<file path="config.mk">
export PLATFORM = sky130hd
export DESIGN_NAME = scc_status_cmds
export DESIGN_NICKNAME = d
export VERILOG_FILES = /design/src/scc_pkg.sv /design/src/scc_dec_fmt.sv /design/src/scc_status_cmds.sv
export VERILOG_INCLUDE_DIRS = /design/src /design/src/src
export SDC_FILE = /design/constraint.sdc
export NUM_CORES = 1
export LEC_CHECK = 0
export ABC_AREA = 0
export BUFFER_PORTS_ARGS = -buffer_cell sky130_fd_sc_hd__buf_4
export CAP_MARGIN = 20
export CORE_MARGIN = 4
export CORE_UTILIZATION = 52
export CTS_CLUSTER_DIAMETER = 150
export DETAILED_ROUTE_END_ITERATION = 6
export GPL_ROUTABILITY_DRIVEN = 0
export PLACE_DENSITY = 0.83
export RECOVER_POWER = 25
export SYNTH_ARGS = -nofsm -noshare
export SYNTH_HDL_FRONTEND = slang
export SYNTH_SLANG_ARGS = --single-unit
</file>
<file path="constraint.sdc">
create_clock -name clk_i -period 8.2 [get_ports clk_i]
set_input_delay 1.23 -clock clk_i [delete_from_list [all_inputs] [get_ports clk_i]]
set_output_delay 1.23 -clock clk_i [all_outputs]
set_load 0.02 [all_outputs]
</file>
<file path="src/scc_params.svh">
// Constants for the common-command status interpreter
`ifndef SCC_PARAMS_SVH
`define SCC_PARAMS_SVH

// ----------------------------------------
// Reset values
// ----------------------------------------
`define SCC_ESE_RESET 8'h00
`define SCC_SESR_RESET 8'h00

// ----------------------------------------
// Field positions
// ----------------------------------------
`define SCC_SESR_OPC 0
`define SCC_STB_MAV 4
`define SCC_STB_ESB 5

// ----------------------------------------
// Characters and name codes
// ----------------------------------------
`define SCC_CH_LF 8'h0a
`define SCC_CH_SEMI 8'h3b
`define SCC_CH_SPACE 8'h20
`define SCC_CH_ZERO 8'h30
`define SCC_CH_NINE 8'h39
`define SCC_NM_CLS 40'h002a434c53
`define SCC_NM_ESE_W 40'h002a455345
`define SCC_NM_ESE_Q 40'h2a4553453f
`define SCC_NM_ESR_Q 40'h2a4553523f
`define SCC_NM_IDN_Q 40'h2a49444e3f
`define SCC_NM_OPC 40'h002a4f5043

// ----------------------------------------
// Sizes
// ----------------------------------------
`define SCC_NAME_LEN 3'h5
`define SCC_IDN_LEN 5'h16
`define SCC_BUF_LEN 9
`define SCC_ARG_MAX 10'h0ff

`endif

</file>
<file path="src/scc_pkg.sv">
// Types shared by the common-command status interpreter
package scc_pkg;

	typedef enum logic [1:0] {
		ST_NAME = 2'b00,
		ST_ARG = 2'b01,
		ST_EXEC = 2'b10,
		ST_RESP = 2'b11
	} scc_state_t;

	typedef enum logic [2:0] {
		CMD_NONE = 3'b000,
		CMD_CLS = 3'b001,
		CMD_ESE_W = 3'b010,
		CMD_ESE_Q = 3'b011,
		CMD_ESR_Q = 3'b100,
		CMD_IDN_Q = 3'b101,
		CMD_OPC = 3'b110
	} scc_cmd_t;

	typedef struct packed {
		logic valid;
		logic [7:0] data;
	} scc_byte_t;

	typedef struct packed {
		logic [7:0] sesr;
		logic [7:0] ese;
		logic [7:0] stb;
	} scc_stat_t;

endpackage

</file>
<file path="src/scc_dec_fmt.sv">
// Byte value to ASCII decimal digits
`timescale 1ns/100ps
`default_nettype none
`include "scc_params.svh"

module scc_dec_fmt (
	// Value
	input wire logic [7:0] value_i,
	// Digits, hundreds first, and how many are significant
	output logic [23:0] digits_o,
	output logic [1:0] ndig_o
);

	logic [7:0] hun;
	logic [7:0] ten;
	logic [7:0] one;

	always_comb begin
		hun = value_i / 8'd100;
		ten = (value_i % 8'd100) / 8'd10;
		one = value_i % 8'd10;
		digits_o = {hun + `SCC_CH_ZERO, ten + `SCC_CH_ZERO, one + `SCC_CH_ZERO};
		if (hun != 8'h00) begin
			ndig_o = 2'h3;
		end else if (ten != 8'h00) begin
			ndig_o = 2'h2;
		end else begin
			ndig_o = 2'h1;
		end
	end

endmodule
`default_nettype wire

</file>
<file path="src/scc_status_cmds.sv">
// Common status command interpreter: clear, event enable, event status, identity
`timescale 1ns/100ps
`default_nettype none
`include "scc_params.svh"

// Functional notes
// - Clear-status zeroes event status register and its summary bit.
// - Clear-status leaves output queue, enable masks and message-available bit alone.
// - Enable write takes one decimal 0..255 into the eight-bit enable mask.
// - Enable mask is zero after power-up reset.
// - Mask bits 7..0 are PON URQ CME EXE DDE QYE RQC OPC.
// - Enable query returns mask in decimal, mask unchanged.
// - Event query returns event register in decimal, then clears it.
// - With headers on, response starts with command name and space.
// - Identity reply: maker, model, serial, version, comma separated.
// - Identity reply never carries a header.
// - Identity query ends a message; nothing more is answered after it.
// - Operation-complete sets event bit 0 once prior actions are done.
// - Event summary bit sits at status byte value 32.
module scc_status_cmds #(
	// Arbitrary identity text, not any real part
	parameter logic [175:0] IDN_STR = "VENDOR,MODEL,SN01,V9.9"
) (
	// Clock and reset
	input wire logic clk_i,
	input wire logic rst_i,
	// Command characters in
	input wire scc_pkg::scc_byte_t rx_i,
	output logic rx_ready_o,
	// Response characters out
	output scc_pkg::scc_byte_t tx_o,
	input wire logic tx_ready_i,
	// Instrument side
	input wire logic [7:0] event_set_i,
	input wire logic header_en_i,
	input wire logic mav_i,
	input wire logic op_done_i,
	output scc_pkg::scc_stat_t stat_o
);

	// ----------------------------------------
	// Functions
	// ----------------------------------------
	function automatic logic [7:0] upcase(input logic [7:0] c);
		upcase = ((c >= 8'h61) && (c <= 8'h7a)) ? (c - 8'h20) : c;
	endfunction

	function automatic scc_pkg::scc_cmd_t decode(input logic [39:0] nm);
		if (nm == `SCC_NM_CLS) begin
			decode = scc_pkg::CMD_CLS;
		end else if (nm == `SCC_NM_ESE_W) begin
			decode = scc_pkg::CMD_ESE_W;
		end else if (nm == `SCC_NM_ESE_Q) begin
			decode = scc_pkg::CMD_ESE_Q;
		end else if (nm == `SCC_NM_ESR_Q) begin
			decode = scc_pkg::CMD_ESR_Q;
		end else if (nm == `SCC_NM_IDN_Q) begin
			decode = scc_pkg::CMD_IDN_Q;
		end else if (nm == `SCC_NM_OPC) begin
			decode = scc_pkg::CMD_OPC;
		end else begin
			decode = scc_pkg::CMD_NONE;
		end
	endfunction

	// ----------------------------------------
	// State
	// ----------------------------------------
	scc_pkg::scc_state_t state_reg, state_next;
	logic [39:0] name_reg, name_next;
	logic [2:0] nlen_reg, nlen_next;
	logic [9:0] arg_reg, arg_next;
	logic arg_seen_reg, arg_seen_next;
	logic term_lf_reg, term_lf_next;
	logic idn_done_reg, idn_done_next;
	logic resp_idn_reg, resp_idn_next;
	logic [4:0] idx_reg, idx_next;
	logic [4:0] len_reg, len_next;
	logic [7:0] buf_reg [0:`SCC_BUF_LEN-1];
	logic [7:0] buf_next [0:`SCC_BUF_LEN-1];
	scc_pkg::scc_byte_t tx_reg, tx_next;
	logic rx_ready_reg, rx_ready_next;

	logic [7:0] sesr_reg, sesr_next;
	logic [7:0] ese_reg, ese_next;
	logic opc_pend_reg, opc_pend_next;
	logic [7:0] stb_reg, stb_next;

	logic sesr_clr;
	logic opc_req;
	logic [7:0] fmt_val;
	logic [23:0] fmt_dig;
	logic [1:0] fmt_nd;
	logic [7:0] c_up;
	logic [7:0] cur_byte;
	scc_pkg::scc_cmd_t cmd;
	logic ese_next_w;

	scc_dec_fmt u_fmt (
		.value_i(fmt_val),
		.digits_o(fmt_dig),
		.ndig_o(fmt_nd)
	);

	// ----------------------------------------
	// Parser and response sequencer
	// ----------------------------------------
	always_comb begin
		state_next = state_reg;
		name_next = name_reg;
		nlen_next = nlen_reg;
		arg_next = arg_reg;
		arg_seen_next = arg_seen_reg;
		term_lf_next = term_lf_reg;
		idn_done_next = idn_done_reg;
		resp_idn_next = resp_idn_reg;
		idx_next = idx_reg;
		len_next = len_reg;
		buf_next = buf_reg;
		tx_next = tx_reg;
		sesr_clr = 1'b0;
		opc_req = 1'b0;
		c_up = upcase(rx_i.data);
		cmd = decode(name_reg);
		fmt_val = (cmd == scc_pkg::CMD_ESR_Q) ? sesr_reg : ese_reg;
		cur_byte = resp_idn_reg ?
			((idx_reg < `SCC_IDN_LEN) ? IDN_STR[8*(`SCC_IDN_LEN-5'h01-idx_reg) +: 8] : `SCC_CH_LF) :
			buf_reg[idx_reg[3:0]];
		case (state_reg)
			scc_pkg::ST_NAME: begin
				// A byte counts only when the ready flag was shown to the sender
				if (rx_i.valid && rx_ready_reg) begin
					if ((c_up == `SCC_CH_SEMI) || (c_up == `SCC_CH_LF)) begin
						term_lf_next = (c_up == `SCC_CH_LF);
						state_next = scc_pkg::ST_EXEC;
					end else if (c_up == `SCC_CH_SPACE) begin
						if (nlen_reg != 3'h0) begin
							state_next = scc_pkg::ST_ARG;
						end
					end else if (nlen_reg < `SCC_NAME_LEN) begin
						name_next = {name_reg[31:0], c_up};
						nlen_next = nlen_reg + 3'h1;
					end else begin
						// Too long for any known name: poison it
						name_next = 40'h0;
						nlen_next = `SCC_NAME_LEN;
					end
				end
			end
			scc_pkg::ST_ARG: begin
				if (rx_i.valid && rx_ready_reg) begin
					if ((c_up == `SCC_CH_SEMI) || (c_up == `SCC_CH_LF)) begin
						term_lf_next = (c_up == `SCC_CH_LF);
						state_next = scc_pkg::ST_EXEC;
					end else if ((c_up >= `SCC_CH_ZERO) && (c_up <= `SCC_CH_NINE)) begin
						arg_seen_next = 1'b1;
						// Saturate above 255 so a long number cannot wrap back into range
						if (arg_reg > (`SCC_ARG_MAX / 10'd10)) begin
							arg_next = `SCC_ARG_MAX + 10'h1;
						end else begin
							arg_next = 10'(arg_reg * 10'd10 + 10'(c_up - `SCC_CH_ZERO));
						end
					end
				end
			end
			scc_pkg::ST_EXEC: begin
				state_next = scc_pkg::ST_NAME;
				name_next = 40'h0;
				nlen_next = 3'h0;
				arg_next = 10'h0;
				arg_seen_next = 1'b0;
				idx_next = 5'h0;
				// Queries after identity stay silent until message end
				idn_done_next = term_lf_reg ? 1'b0 : idn_done_reg;
				case (cmd)
					scc_pkg::CMD_CLS: begin
						sesr_clr = 1'b1;
					end
					scc_pkg::CMD_ESE_W: begin
						// Mask store lives in the status group
					end
					scc_pkg::CMD_ESE_Q, scc_pkg::CMD_ESR_Q: begin
						if (!idn_done_reg) begin
							sesr_clr = (cmd == scc_pkg::CMD_ESR_Q);
							resp_idn_next = 1'b0;
							len_next = 5'h0;
							if (header_en_i) begin
								for (int i = 0; i < 4; i++) begin
									buf_next[i] = name_reg[39-8*i -: 8];
								end
								buf_next[4] = `SCC_CH_SPACE;
								len_next = 5'h5;
							end
							if (fmt_nd == 2'h3) begin
								buf_next[len_next[3:0]] = fmt_dig[23:16];
								len_next = len_next + 5'h1;
							end
							if (fmt_nd != 2'h1) begin
								buf_next[len_next[3:0]] = fmt_dig[15:8];
								len_next = len_next + 5'h1;
							end
							buf_next[len_next[3:0]] = fmt_dig[7:0];
							buf_next[len_next[3:0] + 4'h1] = `SCC_CH_LF;
							len_next = len_next + 5'h2;
							state_next = scc_pkg::ST_RESP;
						end
					end
					scc_pkg::CMD_IDN_Q: begin
						if (!idn_done_reg) begin
							resp_idn_next = 1'b1;
							len_next = `SCC_IDN_LEN + 5'h1;
							state_next = scc_pkg::ST_RESP;
							idn_done_next = ~term_lf_reg;
						end
					end
					scc_pkg::CMD_OPC: begin
						opc_req = 1'b1;
					end
					default: begin
					end
				endcase
			end
			scc_pkg::ST_RESP: begin
				if (!tx_reg.valid || tx_ready_i) begin
					if (idx_reg < len_reg) begin
						tx_next.valid = 1'b1;
						tx_next.data = cur_byte;
						idx_next = idx_reg + 5'h1;
					end else begin
						tx_next.valid = 1'b0;
						state_next = scc_pkg::ST_NAME;
					end
				end
			end
			default: begin
				state_next = scc_pkg::ST_NAME;
			end
		endcase
		rx_ready_next = (state_next == scc_pkg::ST_NAME) || (state_next == scc_pkg::ST_ARG);
	end

	always_ff @(posedge clk_i or posedge rst_i) begin
		if (rst_i) begin
			state_reg <= scc_pkg::ST_NAME;
			name_reg <= 40'h0;
			nlen_reg <= 3'h0;
			arg_reg <= 10'h0;
			arg_seen_reg <= 1'b0;
			term_lf_reg <= 1'b0;
			idn_done_reg <= 1'b0;
			resp_idn_reg <= 1'b0;
			idx_reg <= 5'h0;
			len_reg <= 5'h0;
			for (int i = 0; i < `SCC_BUF_LEN; i++) begin
				buf_reg[i] <= 8'h00;
			end
			tx_reg <= '0;
			rx_ready_reg <= 1'b0;
		end else begin
			state_reg <= state_next;
			name_reg <= name_next;
			nlen_reg <= nlen_next;
			arg_reg <= arg_next;
			arg_seen_reg <= arg_seen_next;
			term_lf_reg <= term_lf_next;
			idn_done_reg <= idn_done_next;
			resp_idn_reg <= resp_idn_next;
			idx_reg <= idx_next;
			len_reg <= len_next;
			buf_reg <= buf_next;
			tx_reg <= tx_next;
			rx_ready_reg <= rx_ready_next;
		end
	end

	// ----------------------------------------
	// Status registers
	// ----------------------------------------
	always_comb begin
		ese_next_w = (state_reg == scc_pkg::ST_EXEC) && (cmd == scc_pkg::CMD_ESE_W) &&
			arg_seen_reg && (arg_reg <= `SCC_ARG_MAX);
		// Only the write command touches the mask
		ese_next = ese_next_w ? arg_reg[7:0] : ese_reg;
		// Complete once prior actions report done
		opc_pend_next = opc_req | (opc_pend_reg & ~op_done_i);
		// Hardware events win over a same-cycle clear
		sesr_next = (sesr_clr ? 8'h00 : sesr_reg) | event_set_i;
		sesr_next[`SCC_SESR_OPC] = sesr_next[`SCC_SESR_OPC] | (opc_pend_reg & op_done_i);
		stb_next = 8'h00;
		stb_next[`SCC_STB_MAV] = mav_i;
		stb_next[`SCC_STB_ESB] = |(sesr_next & ese_next);
	end

	always_ff @(posedge clk_i or posedge rst_i) begin
		if (rst_i) begin
			ese_reg <= `SCC_ESE_RESET;
			sesr_reg <= `SCC_SESR_RESET;
			opc_pend_reg <= 1'b0;
			stb_reg <= 8'h00;
		end else begin
			ese_reg <= ese_next;
			sesr_reg <= sesr_next;
			opc_pend_reg <= opc_pend_next;
			stb_reg <= stb_next;
		end
	end

	assign rx_ready_o = rx_ready_reg;
	assign tx_o = tx_reg;
	// Mask bits map one to one onto event bits
	assign stat_o = '{sesr: sesr_reg, ese: ese_reg, stb: stb_reg};

endmodule
`default_nettype wire

</file>
==> results of run 1 <==
-- layout make-up --
cell class              instances  share of cell area [%]
clock inverters                11                   0.878
inverters                      49                    1.37
flip-flops and latches        170                    31.4
multi-input cells            1074                    55.1
repair buffers                 91                    5.07
well taps                     313                    2.89
clock buffers                  20                    3.30
-- power by group --
part	leakage [uW]	internal (uW)	total, uW	switching (uW)
Combinational	0.00360	169	409	240
Sequential	0.00216	885	953	68.2
Clock	0.000280	455	799	344
-- stage by stage --
| step | TNS [ns] | area [um2] | setup WS (ns) | utilization, % |
|---|---|---|---|---|
| 4_1_cts | 0 | 13400 | 0.139 | 58.8 |
| 6_report | 0 | 13500 | 0.482 | 59.3 |
| 3_3_place_gp | 0 | 12800 | 0.341 | 56.2 |
| 5_1_grt | -0.0702 | 13500 | -0.0284 | 59.3 |
| 3_5_place_dp | -0.000588 | 12900 | -0.000588 | 56.3 |
| 2_1_floorplan | 0 | 12200 | 0.546 | - |
-- worst reg2reg max path, delay by kind of cell (launching register included) --
family / cells / cell delay (ns)
AOI/OAI and AO/OA: 13 / 2.61
xor gates and xnor gates: 1 / 0.17
buffers and inverters: 4 / 0.42
and+or+nand+nor: 10 / 2.16
DFF: 1 / 0.43
muxes: 4 / 1.03
adders and majority gates: 3 / 0.78
-- repair_timing --
item,in CTS,in global routing
resized for setup,2,12
buffers inserted,0,10
setup endpoints to repair,3,56
pin swaps,0,1
-- per-layer routing --
layer	track usage [%]	vias up	share of wire, %
li1	-	5137	-
met1	37.4	5448	41
met2	42.0	714	46
met3	4.77	122	9.0
met4	11.3	0	4.1
met5	0	-	0
-- kinds of logic (layout without fill, tap and decap cells) --
family / Yosys count / after routing / synth area share [%]
buf+inv: 124 / 171 / 4.39
fa+ha+maj: 50 / 50 / 5.26
mux: 81 / 81 / 9.07
flops: 170 / 170 / 35.0
xor+xnor: 38 / 38 / 2.74
other cells: 1 / 6 / 0.0308
simple gates: 462 / 462 / 18.9
compound gates: 437 / 437 / 24.7
-- worst max path at each step --
stage                  end  slack [ns]
6_report       buf_reg[21]        0.48
5_1_grt        buf_reg[21]       -0.03
4_1_cts        buf_reg[62]        0.14
3_5_place_dp   buf_reg[62]     -0.0006
3_3_place_gp   buf_reg[56]        0.34
2_1_floorplan  buf_reg[24]        0.55
-- layout by cell type (no fill, tap or decap), types with 7 or more instances in the layout --
| cell type | count |
|---|---|
| sky130_fd_sc_hd__dfrtp_1 | 170 |
| sky130_fd_sc_hd__nand2_1 | 167 |
| sky130_fd_sc_hd__nor2_1 | 107 |
| sky130_fd_sc_hd__o21ai_0 | 96 |
| sky130_fd_sc_hd__a21oi_1 | 88 |
| sky130_fd_sc_hd__buf_4 | 88 |
| sky130_fd_sc_hd__a22o_1 | 52 |
| sky130_fd_sc_hd__ha_1 | 48 |
| sky130_fd_sc_hd__inv_1 | 47 |
| sky130_fd_sc_hd__mux2i_1 | 30 |
| sky130_fd_sc_hd__xnor2_1 | 27 |
| sky130_fd_sc_hd__nor3_1 | 27 |
| sky130_fd_sc_hd__nand3_1 | 26 |
| sky130_fd_sc_hd__mux2_2 | 25 |
| sky130_fd_sc_hd__a31oi_1 | 21 |
| sky130_fd_sc_hd__a21o_1 | 19 |
| sky130_fd_sc_hd__nand4_1 | 18 |
| sky130_fd_sc_hd__a211oi_1 | 18 |
| sky130_fd_sc_hd__clkbuf_16 | 17 |
| sky130_fd_sc_hd__mux4_2 | 16 |
| sky130_fd_sc_hd__nor2b_1 | 16 |
| sky130_fd_sc_hd__nand2b_1 | 14 |
| sky130_fd_sc_hd__o22ai_1 | 12 |
| sky130_fd_sc_hd__o31ai_1 | 12 |
| sky130_fd_sc_hd__and3_1 | 12 |
| sky130_fd_sc_hd__o211ai_1 | 12 |
| sky130_fd_sc_hd__xor2_1 | 11 |
| sky130_fd_sc_hd__nor4_1 | 10 |
| sky130_fd_sc_hd__o21a_1 | 9 |
| sky130_fd_sc_hd__o22a_1 | 9 |
| sky130_fd_sc_hd__and2_1 | 8 |
| sky130_fd_sc_hd__nor3b_1 | 8 |
| sky130_fd_sc_hd__a21boi_0 | 7 |
| sky130_fd_sc_hd__o21bai_1 | 7 |
-- Yosys cell counts (14+ instances only) --
cell type                  number  share of area, %
sky130_fd_sc_hd__a211oi_1      18               1.1
sky130_fd_sc_hd__a21o_1        19               1.2
sky130_fd_sc_hd__a21oi_1       88               3.6
sky130_fd_sc_hd__a22o_1        52               3.7
sky130_fd_sc_hd__a31oi_1       21               1.1
sky130_fd_sc_hd__clkbuf_1      46               1.4
sky130_fd_sc_hd__dfrtp_1      170                35
sky130_fd_sc_hd__ha_1          48               4.9
sky130_fd_sc_hd__inv_1         48               1.5
sky130_fd_sc_hd__mux2_2        25               2.3
sky130_fd_sc_hd__mux2i_1       31               2.6
sky130_fd_sc_hd__mux4_2        16               3.0
sky130_fd_sc_hd__nand2_1      167               5.2
sky130_fd_sc_hd__nand2b_1      14              0.72
sky130_fd_sc_hd__nand3_1       26               1.1
sky130_fd_sc_hd__nand4_1       18              0.93
sky130_fd_sc_hd__nor2_1       107               3.3
sky130_fd_sc_hd__nor2b_1       16              0.82
sky130_fd_sc_hd__nor3_1        28               1.2
sky130_fd_sc_hd__o21ai_0       96               3.9
sky130_fd_sc_hd__xnor2_1       27               1.9
==> run metrics, run 1 <==
register-to-register setup slack=0.48 ns; end of the worst register-to-register path=buf_reg[21]; final count of negative-setup-slack endpoints=0; total global-route track usage=27.0%; Inserted Clock Buffers=17; Boundary Pins=57; number of antenna violations at the first check in global routing=0; Cell Area, Synth=0.0122 mm2; Seq/Total Area, Yosys=approximately a third; remaining number of nets flagged by the antenna check after routing=0; share of final-layout standard cells stronger than drive strength 1=15.0%; Worst Hold Endpoint=idn_done_reg; area taken by multi-input logic gates=around 0.0075 mm2; data required time of the worst path=between 8 and 9 ns; via count=11,421; Critical path buffers and inverters=4; routed wire length per instance=20.3 um; number of port buffers=50; part of the cycle the worst path needs=94.1%; number of iterations in the first detailed-routing pass=7; outcome=finished with violations; Core Rows=55; distinct cell type count after synthesis=96; TritonCTS clock tree=built; Skew-Pair Late Insertion Delay=0.44 ns; synthesized flop and latch total=170; Most used DFF post-synth=sky130_fd_sc_hd__dfrtp_1; first-pass GRT wire length=57,500 um; count of endpoints failing hold in the final timing report=0; fin nets=approximately 1,500; depth of the most critical reg-to-reg path=35; Die Footprint=between 0.02 and 0.03 mm2; Largest stage delay, worst path=0.60 ns; areal power density over the cells=approximately 160 mW/mm2; count of inserted antenna diode cells=0; Worst Hold Depth=1; arrival time at the worst endpoint=8.04 ns; root buffer cell=sky130_fd_sc_hd__clkbuf_16; maximum clock frequency=0.130 GHz; min cycle time layout=7.72 ns; initial cell density of the core=between 50% and 60%; final std cells w/o fill=1,728; async set-or-reset flop fraction in the synthesized netlist=100%; Critical Path End Type=flip-flop; count of cell instances traversed by the critical path=35; Core ar.=0.0228 mm2; clock tree sinks=170; post-detail-place hpwl=24,500 um; number of synthesis warnings=0; height of the chip=161 um; final hold slack=0.454 ns; drt drc=0; vias in the first global route=between 10,000 and 15,000; largest voltage drop on the vdd net=approximately 0.14 mV; number of flops mapped to enable cells by yosys=0; Worst Hold Class=flip-flop to flip-flop; Relative slew margins=-211%; launch point of the worst reg-to-reg path=name_reg[39]; global route overflow=0; sequential standard cell area=0.00425 mm2; synthesis-to-finish area growth=11.3%; leakage power of the design=0.00603 uW; violations in the final reports=capacitance limit, slew limit; Design Power=2160 uW; highest-delay cell along the critical path=sky130_fd_sc_hd__or4_1; kind of critical path=flip-flop to flip-flop; average cell area after synthesis=8.93 um2; Crit Path Max Fanout=14; number of instances in the synthesized netlist=1,363; transition at the pin with the smallest max-transition slack=approximately 4.6 ns; kind of launch point of the worst setup path=flip-flop; Largest register FFs=72; category of cells accounting for the largest share of critical-path delay=compound AO/OA/AOI/OAI gates; CTS Hold Buffers Added=0; H-tree Lvls=4; max cap viols=1; DR iter-0 viols=1,380; Die Span X=roughly 160 um; clock tree buffer depth=2; Slew Viols, Final=106; worst clock skew on the final layout=0.0131 ns; largest net degree at the start of global routing=106; Worst Hold Launch=term_lf_reg; detailed-route wire length=35,100 um; post-CTS clock slew at the launch and capture registers of the worst setup and hold paths=0.07 ns; beginning of the critical path=name_reg[39]; cell count after placement=1,687; vias per std cell=6.61; Layout fillers=1,950
No activity file was read; power rests on OpenSTA's default activity.
==> run 2, diff against run 1 <==
- BUFFER_PORTS_ARGS: -buffer_cell sky130_fd_sc_hd__buf_4 -> not set
- DONT_BUFFER_PORTS: not set -> 1
- PLACE_DENSITY: 0.83 -> 0.7
==> run 2 against run 1 <==
Against the previous run:
- the run still ends with capacitance limit, slew limit left
- worst hold slack better by 0.017 ns
- design area decreased by 2.9%
- sequential cell count did not move
- sequential share of layout area increased by 0.93 points
- largest power group unchanged
==> run metrics, run 2 (same netlist as run 1, synthesis figures left out) <==
arrival time at the worst endpoint=8.07 ns (+0.03 ns); met1 Use GR=36.7% (-0.70 points); first-pass GRT wire length=56,200 um (-2.3%); Relative slew margins=-100% (+110 points); count of endpoints failing hold in the final timing report=0 (unchanged); Core Rows=55 (unchanged); Skew-Pair Late Insertion Delay=0.44 ns (about the same); cell seen most often among critical-path stages=sky130_fd_sc_hd__ha_1; via count=10,906 (-4.5%); category of cells accounting for the largest share of critical-path delay=compound AO/OA/AOI/OAI gates; H-tree Lvls=4 (unchanged); largest voltage drop on the vdd net=0.127 mV (-10%); Inserted Clock Buffers=17 (unchanged); Worst Hold Endpoint=buf_reg[44]; part of the total power dissipated in sequential elements=44.0% (about the same); commonest non-fill, non-tap cell in the layout=sky130_fd_sc_hd__dfrtp_1; Die Span X=161 um (unchanged); Worst Hold Class=flip-flop to flip-flop; kind of launch point of the worst setup path=flip-flop; outcome=finished with violations; Largest register FFs=72 (unchanged); count of inserted antenna diode cells=0 (unchanged); Slew Viols, Final=121 (+14%); data required time of the worst path=8.58 ns (+0.06 ns); part of the cycle the worst path needs=93.8% (-0.34 points); number of port buffers=0 (-100%); post-detail-place hpwl=25,000 um (+1.8%); global route overflow=0 (unchanged); initial cell density of the core=53.3% (unchanged); Largest stage delay, worst path=0.59 ns (about the same); Worst Hold Launch=buf_reg[44]; Design Power=2170 uW (+0.35%); internal power of the cells=1520 uW (+0.87%); remaining number of nets flagged by the antenna check after routing=0 (unchanged); Die Footprint=0.0259 mm2 (unchanged); height of the chip=161 um (unchanged); Crit Path Max Fanout=19 (+5); final count of negative-setup-slack endpoints=0 (unchanged); kind of critical path=flip-flop to flip-flop; share of final-layout standard cells stronger than drive strength 1=11.4% (-3.6 points); vias in the first global route=10,351 (-5.0%); TritonCTS clock tree=built; clock tree buffer depth=2 (unchanged); detailed-route wire length=34,800 um (-0.95%); areal power density over the cells=165 mW/mm2 (+3.3%); Critical Path End Type=flip-flop; total global-route track usage=26.7% (-0.29 points); Core Util, Final=57.6% (-1.7 points); transition at the pin with the smallest max-transition slack=3.00 ns (-1.64 ns); top library cells by usage in the layout, fill and taps aside=sky130_fd_sc_hd__dfrtp_1 (170), sky130_fd_sc_hd__nand2_1 (167), sky130_fd_sc_hd__nor2_1 (107); maximum clock frequency=0.130 GHz (+0.36%); Worst Hold Depth=2 (+1); routed wire length per instance=20.7 um (+2.1%); Net Switching=647 uW (-0.84%); GR Layer Usage met3=5.44% (+0.66 points); Boundary Pins=57 (unchanged); launch point of the worst reg-to-reg path=name_reg[12]; end of the worst register-to-register path=buf_reg[24]; fraction of power spent switching nets=29.8% (-0.36 points); Critical path buffers and inverters=2 (-2); worst clock skew on the final layout=0.0139 ns (+0.000857 ns); fin nets=1,424 (-3.5%); highest-delay cell along the critical path=sky130_fd_sc_hd__or4_1; number of antenna violations at the first check in global routing=0 (unchanged); global route hottest layer=met2; max cap viols=2 (+1); register-to-register setup slack=0.51 ns (+0.03 ns); clock group share of total power=38.4% (+1.4 points); root buffer cell=sky130_fd_sc_hd__clkbuf_16; post-CTS clock slew at the launch and capture registers of the worst setup and hold paths=0.07 ns (about the same); CTS Hold Buffers Added=0 (unchanged); largest net degree at the start of global routing=68 (-36%); met2 usage in global routing=42.0% (about the same); clock tree sinks=170 (unchanged); final hold slack=0.472 ns (+0.0175 ns); min cycle time layout=7.69 ns (-0.0278 ns); Core ar.=0.0228 mm2 (unchanged); drt drc=0 (unchanged); number of iterations in the first detailed-routing pass=7 (unchanged); vias per std cell=6.50 (-1.6%); synthesis-to-finish area growth=8.09%; depth of the most critical reg-to-reg path=33 (-5.7%); violations in the final reports=capacitance limit, slew limit; combinational share of power=17.5% (-1.4 points); leakage power of the design=0.00578 uW (-4.2%); DR iter-0 viols=1,282 (-7.1%)
-- run 2: worst register-to-register path: cells and delay by family, from the launching register on --
family	cells	cell delay (ns)
buffers and inverters	2	0.12
and+or+nand+nor	10	2.26
adders and majority gates	3	0.78
xor gates and xnor gates	1	0.16
muxes	4	1.08
AOI/OAI and AO/OA	13	2.79
DFF	1	0.47
-- run 2: per-stage QoR --
stage                     cell area, um2  cells  setup slack, ns  setup TNS, ns
after floorplan                    12200   1368            0.546              0
after global placement             12500   1637            0.412              0
after detailed placement           12500   1637            0.183              0
after CTS                          13100   1669            0.152              0
after global routing               13200   1677          -0.0125        -0.0125
final                              13200   1677            0.510              0
-- run 2: cell type report --
cell class | instances | area, um2
fillers | 2053 | 9690
multi-input cells | 1074 | 7430
flip-flops and latches | 170 | 4250
clock buffers | 20 | 467
well taps | 313 | 392
repair buffers | 39 | 289
inverters | 49 | 185
clock inverters | 12 | 136
-- run 2: how the worst max path moves through the flow --
| stage | start | end | slack [ns] | cells past startpoint |
|---|---|---|---|---|
| 6_report | name_reg[12] | buf_reg[24] | 0.51 | 33 |
| 5_1_grt | name_reg[12] | buf_reg[24] | -0.01 | 33 |
| 4_1_cts | name_reg[21] | buf_reg[24] | 0.15 | 32 |
| 3_5_place_dp | name_reg[21] | buf_reg[24] | 0.18 | 32 |
| 3_3_place_gp | name_reg[21] | buf_reg[24] | 0.41 | 32 |
| 2_1_floorplan | name_reg[39] | buf_reg[24] | 0.55 | 35 |
-- run 2: power by group through the flow --
stage	logic [uW]	clock network (uW)	registers, uW
after floorplan	318	0	938
after global placement	375	0	966
after detailed placement	380	0	967
after CTS	380	845	953
after global routing	433	878	961
final	380	834	954
-- run 2: timing repair --
item	in CTS	in global routing
endpoints found under the setup margin	0	62
setup buffers	0	8
gates resized for setup	0	8
-- run 2: routing by layer --
layer / share of wire [%] / up-vias / routed length, um
li1: - / 5042 / -
met4: 3.3 / 0 / 1160
met2: 45 / 534 / 15700
met3: 7.9 / 72 / 2750
met1: 43 / 5258 / 15100
met5: 0 / - / 0
==> run 3, diff against run 2 <==
- CORE_UTILIZATION: 52 -> 55
- PLACE_DENSITY: 0.7 -> 0.72
==> run 3 against run 2 <==
Against the previous run:
- the run still ends with capacitance limit, slew limit left
- critical path depth is 1 lower
- sequential share of layout area hardly changed
- utilization is 2.7 points higher
- via count is 0.38% lower
==> run metrics, run 3 (same netlist as run 1, synthesis figures left out) <==
data required time of the worst path=8.52 ns (-0.06 ns); number of port buffers=0 (unchanged); final count of negative-setup-slack endpoints=0 (unchanged); top library cells by usage in the layout, fill and taps aside=sky130_fd_sc_hd__dfrtp_1 (170), sky130_fd_sc_hd__nand2_1 (166), sky130_fd_sc_hd__nor2_1 (107); H-tree Lvls=4 (unchanged); Largest stage delay, worst path=0.62 ns (+0.03 ns); detailed-route wire length=34,900 um (+0.35%); via count=10,865 (-0.38%); part of the cycle the worst path needs=94.3% (+0.52 points); part of the total power dissipated in sequential elements=43.7% (-0.3 points); fraction of power spent switching nets=29.5% (-0.33 points); vias per std cell=6.61 (+1.7%); height of the chip=157 um (-2.6%); number of iterations in the first detailed-routing pass=6 (-1); root buffer cell=sky130_fd_sc_hd__clkbuf_16; area taken by multi-input logic gates=0.00747 mm2 (+0.52%); finished layout cell area=0.0132 mm2 (about the same); Worst Hold Depth=1 (-1); first-pass GRT wire length=56,300 um (+0.31%); Core Rows=54 (-1.8%); Net Switching=643 uW (-0.67%); Core Util, Final=60.3% (+2.7 points); maximum clock frequency=0.129 GHz (-0.55%); sequential standard cell area=0.00425 mm2 (unchanged); largest net degree at the start of global routing=100 (+47%); max cap viols=1 (-1); Largest register FFs=72 (unchanged); combinational share of power=17.9% (+0.4 points); Relative slew margins=-190% (-90 points); largest voltage drop on the vdd net=0.108 mV (-15%); highest-delay cell along the critical path=sky130_fd_sc_hd__or4_1; Die Span X=157 um (-2.6%); depth of the most critical reg-to-reg path=32 (-3.0%); clock group share of total power=38.4% (about the same); count of inserted antenna diode cells=0 (unchanged); commonest non-fill, non-tap cell in the layout=sky130_fd_sc_hd__dfrtp_1; Layout fillers=1,882 (-8.3%); Skew-Pair Late Insertion Delay=0.44 ns (about the same); transition at the pin with the smallest max-transition slack=4.33 ns (+1.33 ns); Boundary Pins=57 (unchanged); clock tree sinks=170 (unchanged); worst clock skew on the final layout=0.0123 ns (-0.00158 ns); CTS Hold Buffers Added=0 (unchanged); count of endpoints failing hold in the final timing report=0 (unchanged); remaining number of nets flagged by the antenna check after routing=0 (unchanged); post-detail-place hpwl=24,900 um (-0.19%); TritonCTS clock tree=built; Crit Path Max Fanout=19 (unchanged); final std cells w/o fill=1,643 (-2.0%); count of cell instances traversed by the critical path=32 (-3.0%); outcome=finished with violations; Critical Path End Type=flip-flop; Worst Hold Launch=term_lf_reg; Worst Hold Class=flip-flop to flip-flop; area after detailed placement=0.0124 mm2 (-0.27%); Design Power=2180 uW (+0.43%); Die Footprint=0.0246 mm2 (-5.2%); cell count after placement=1,605 (-2.0%); final total negative setup slack=0 ns (unchanged); post-CTS clock slew at the launch and capture registers of the worst setup and hold paths=0.07 ns (about the same); clock tree buffer depth=2 (unchanged); routed wire length per instance=21.2 um (+2.4%); global route overflow=0 (unchanged); DR iter-0 viols=1,253 (-2.3%); beginning of the critical path=name_reg[39]; kind of critical path=flip-flop to flip-flop; category of cells accounting for the largest share of critical-path delay=compound AO/OA/AOI/OAI gates; leakage power of the design=0.00579 uW (+0.22%); internal power of the cells=1540 uW (+0.90%); synthesis-to-finish area growth=8.08% (about the same); launch point of the worst reg-to-reg path=name_reg[39]; Slew Viols, Final=100 (-17%); number of antenna violations at the first check in global routing=0 (unchanged); vias in the first global route=10,239 (-1.1%); fin nets=1,423 (-0.070%); arrival time at the worst endpoint=8.06 ns (about the same); drt drc=0 (unchanged); kind of launch point of the worst setup path=flip-flop; areal power density over the cells=166 mW/mm2 (+0.44%); min cycle time layout=7.73 ns (+0.0428 ns); violations in the final reports=capacitance limit, slew limit; total global-route track usage=28.5% (+1.8 points); Core ar.=0.0218 mm2 (-4.5%); Inserted Clock Buffers=17 (unchanged); initial cell density of the core=55.8% (+2.5 points); share of final-layout standard cells stronger than drive strength 1=12.0% (+0.67 points); Critical path buffers and inverters=5 (+3)
==> run 3: changes by cell type in the layout (fill, tap and decap cells not counted), moves of 2 or more <==
cell                         before  now
sky130_fd_sc_hd__clkinv_2         2    5
sky130_fd_sc_hd__o21ai_2          3    5
sky130_fd_sc_hd__clkbuf_8         3    1
sky130_fd_sc_hd__clkinv_4         0    2
sky130_fd_sc_hd__inv_6            5    2
sky130_fd_sc_hd__clkinvlp_4       3    1
sky130_fd_sc_hd__o21ai_1          4    2
==> run 3: area by class of cell <==
class                   instances  share of cell area (%)
clock inverters                14                    1.28
repair buffers                 38                    2.17
clock buffers                  18                    3.34
inverters                      49                    1.41
well taps                     280                    2.66
multi-input cells            1074                    56.8
flip-flops and latches        170                    32.3
==> run 3: layer usage <==
metal | up-vias | routed length [um] | track usage [%]
li1 | 5032 | - | -
met1 | 5213 | 15100 | 40.4
met2 | 535 | 15700 | 43.4
met3 | 85 | 2730 | 4.92
met4 | 0 | 1340 | 11.7
met5 | - | 0 | 0
==> run 3: worst reg2reg max path, delay by kind of cell, from the launching register on <==
family	cells	cell delay (ns)
DFF	1	0.43
xor gates and xnor gates	1	0.16
buffers and inverters	5	0.71
muxes	4	0.97
adders and majority gates	3	0.77
AOI/OAI and AO/OA	9	2.35
and+or+nand+nor	10	2.24
==> run 3: timing repair <==
item                                    CTS  global route
pin swaps                                 0             1
hold endpoints to repair                  0             0
endpoints found under the setup margin    8            63
setup buffers                             0             6
gates resized for setup                   2            15
==> run 3: worst paths after layout <==
kind | end | slack, ns
min | idn_done_reg | 0.46
max reg2reg | buf_reg[19] | 0.47
min reg2reg | idn_done_reg | 0.46
max | buf_reg[19] | 0.47
min in group asynchronous | stb_reg[4] | 1.97
max in group asynchronous | buf_reg[41] | 3.92
==> run 3: metrics by stage <==
step / setup WS (ns) / hold WS [ns]
4_1_cts: -0.0103 / 0.459
5_1_grt: -0.0182 / 0.485
3_5_place_dp: -0.174 / 0.450
6_report: 0.467 / 0.461
2_1_floorplan: 0.546 / 0.414
3_3_place_gp: 0.272 / 0.440
==> run 3: power by group through the flow <==
| stage | sequential, uW | combinational [uW] | clock [uW] |
|---|---|---|---|
| after floorplan | 938 | 318 | 0 |
| after global placement | 963 | 378 | 0 |
| after detailed placement | 966 | 386 | 0 |
| after CTS | 950 | 388 | 842 |
| after global routing | 958 | 437 | 878 |
| final | 952 | 389 | 837 |
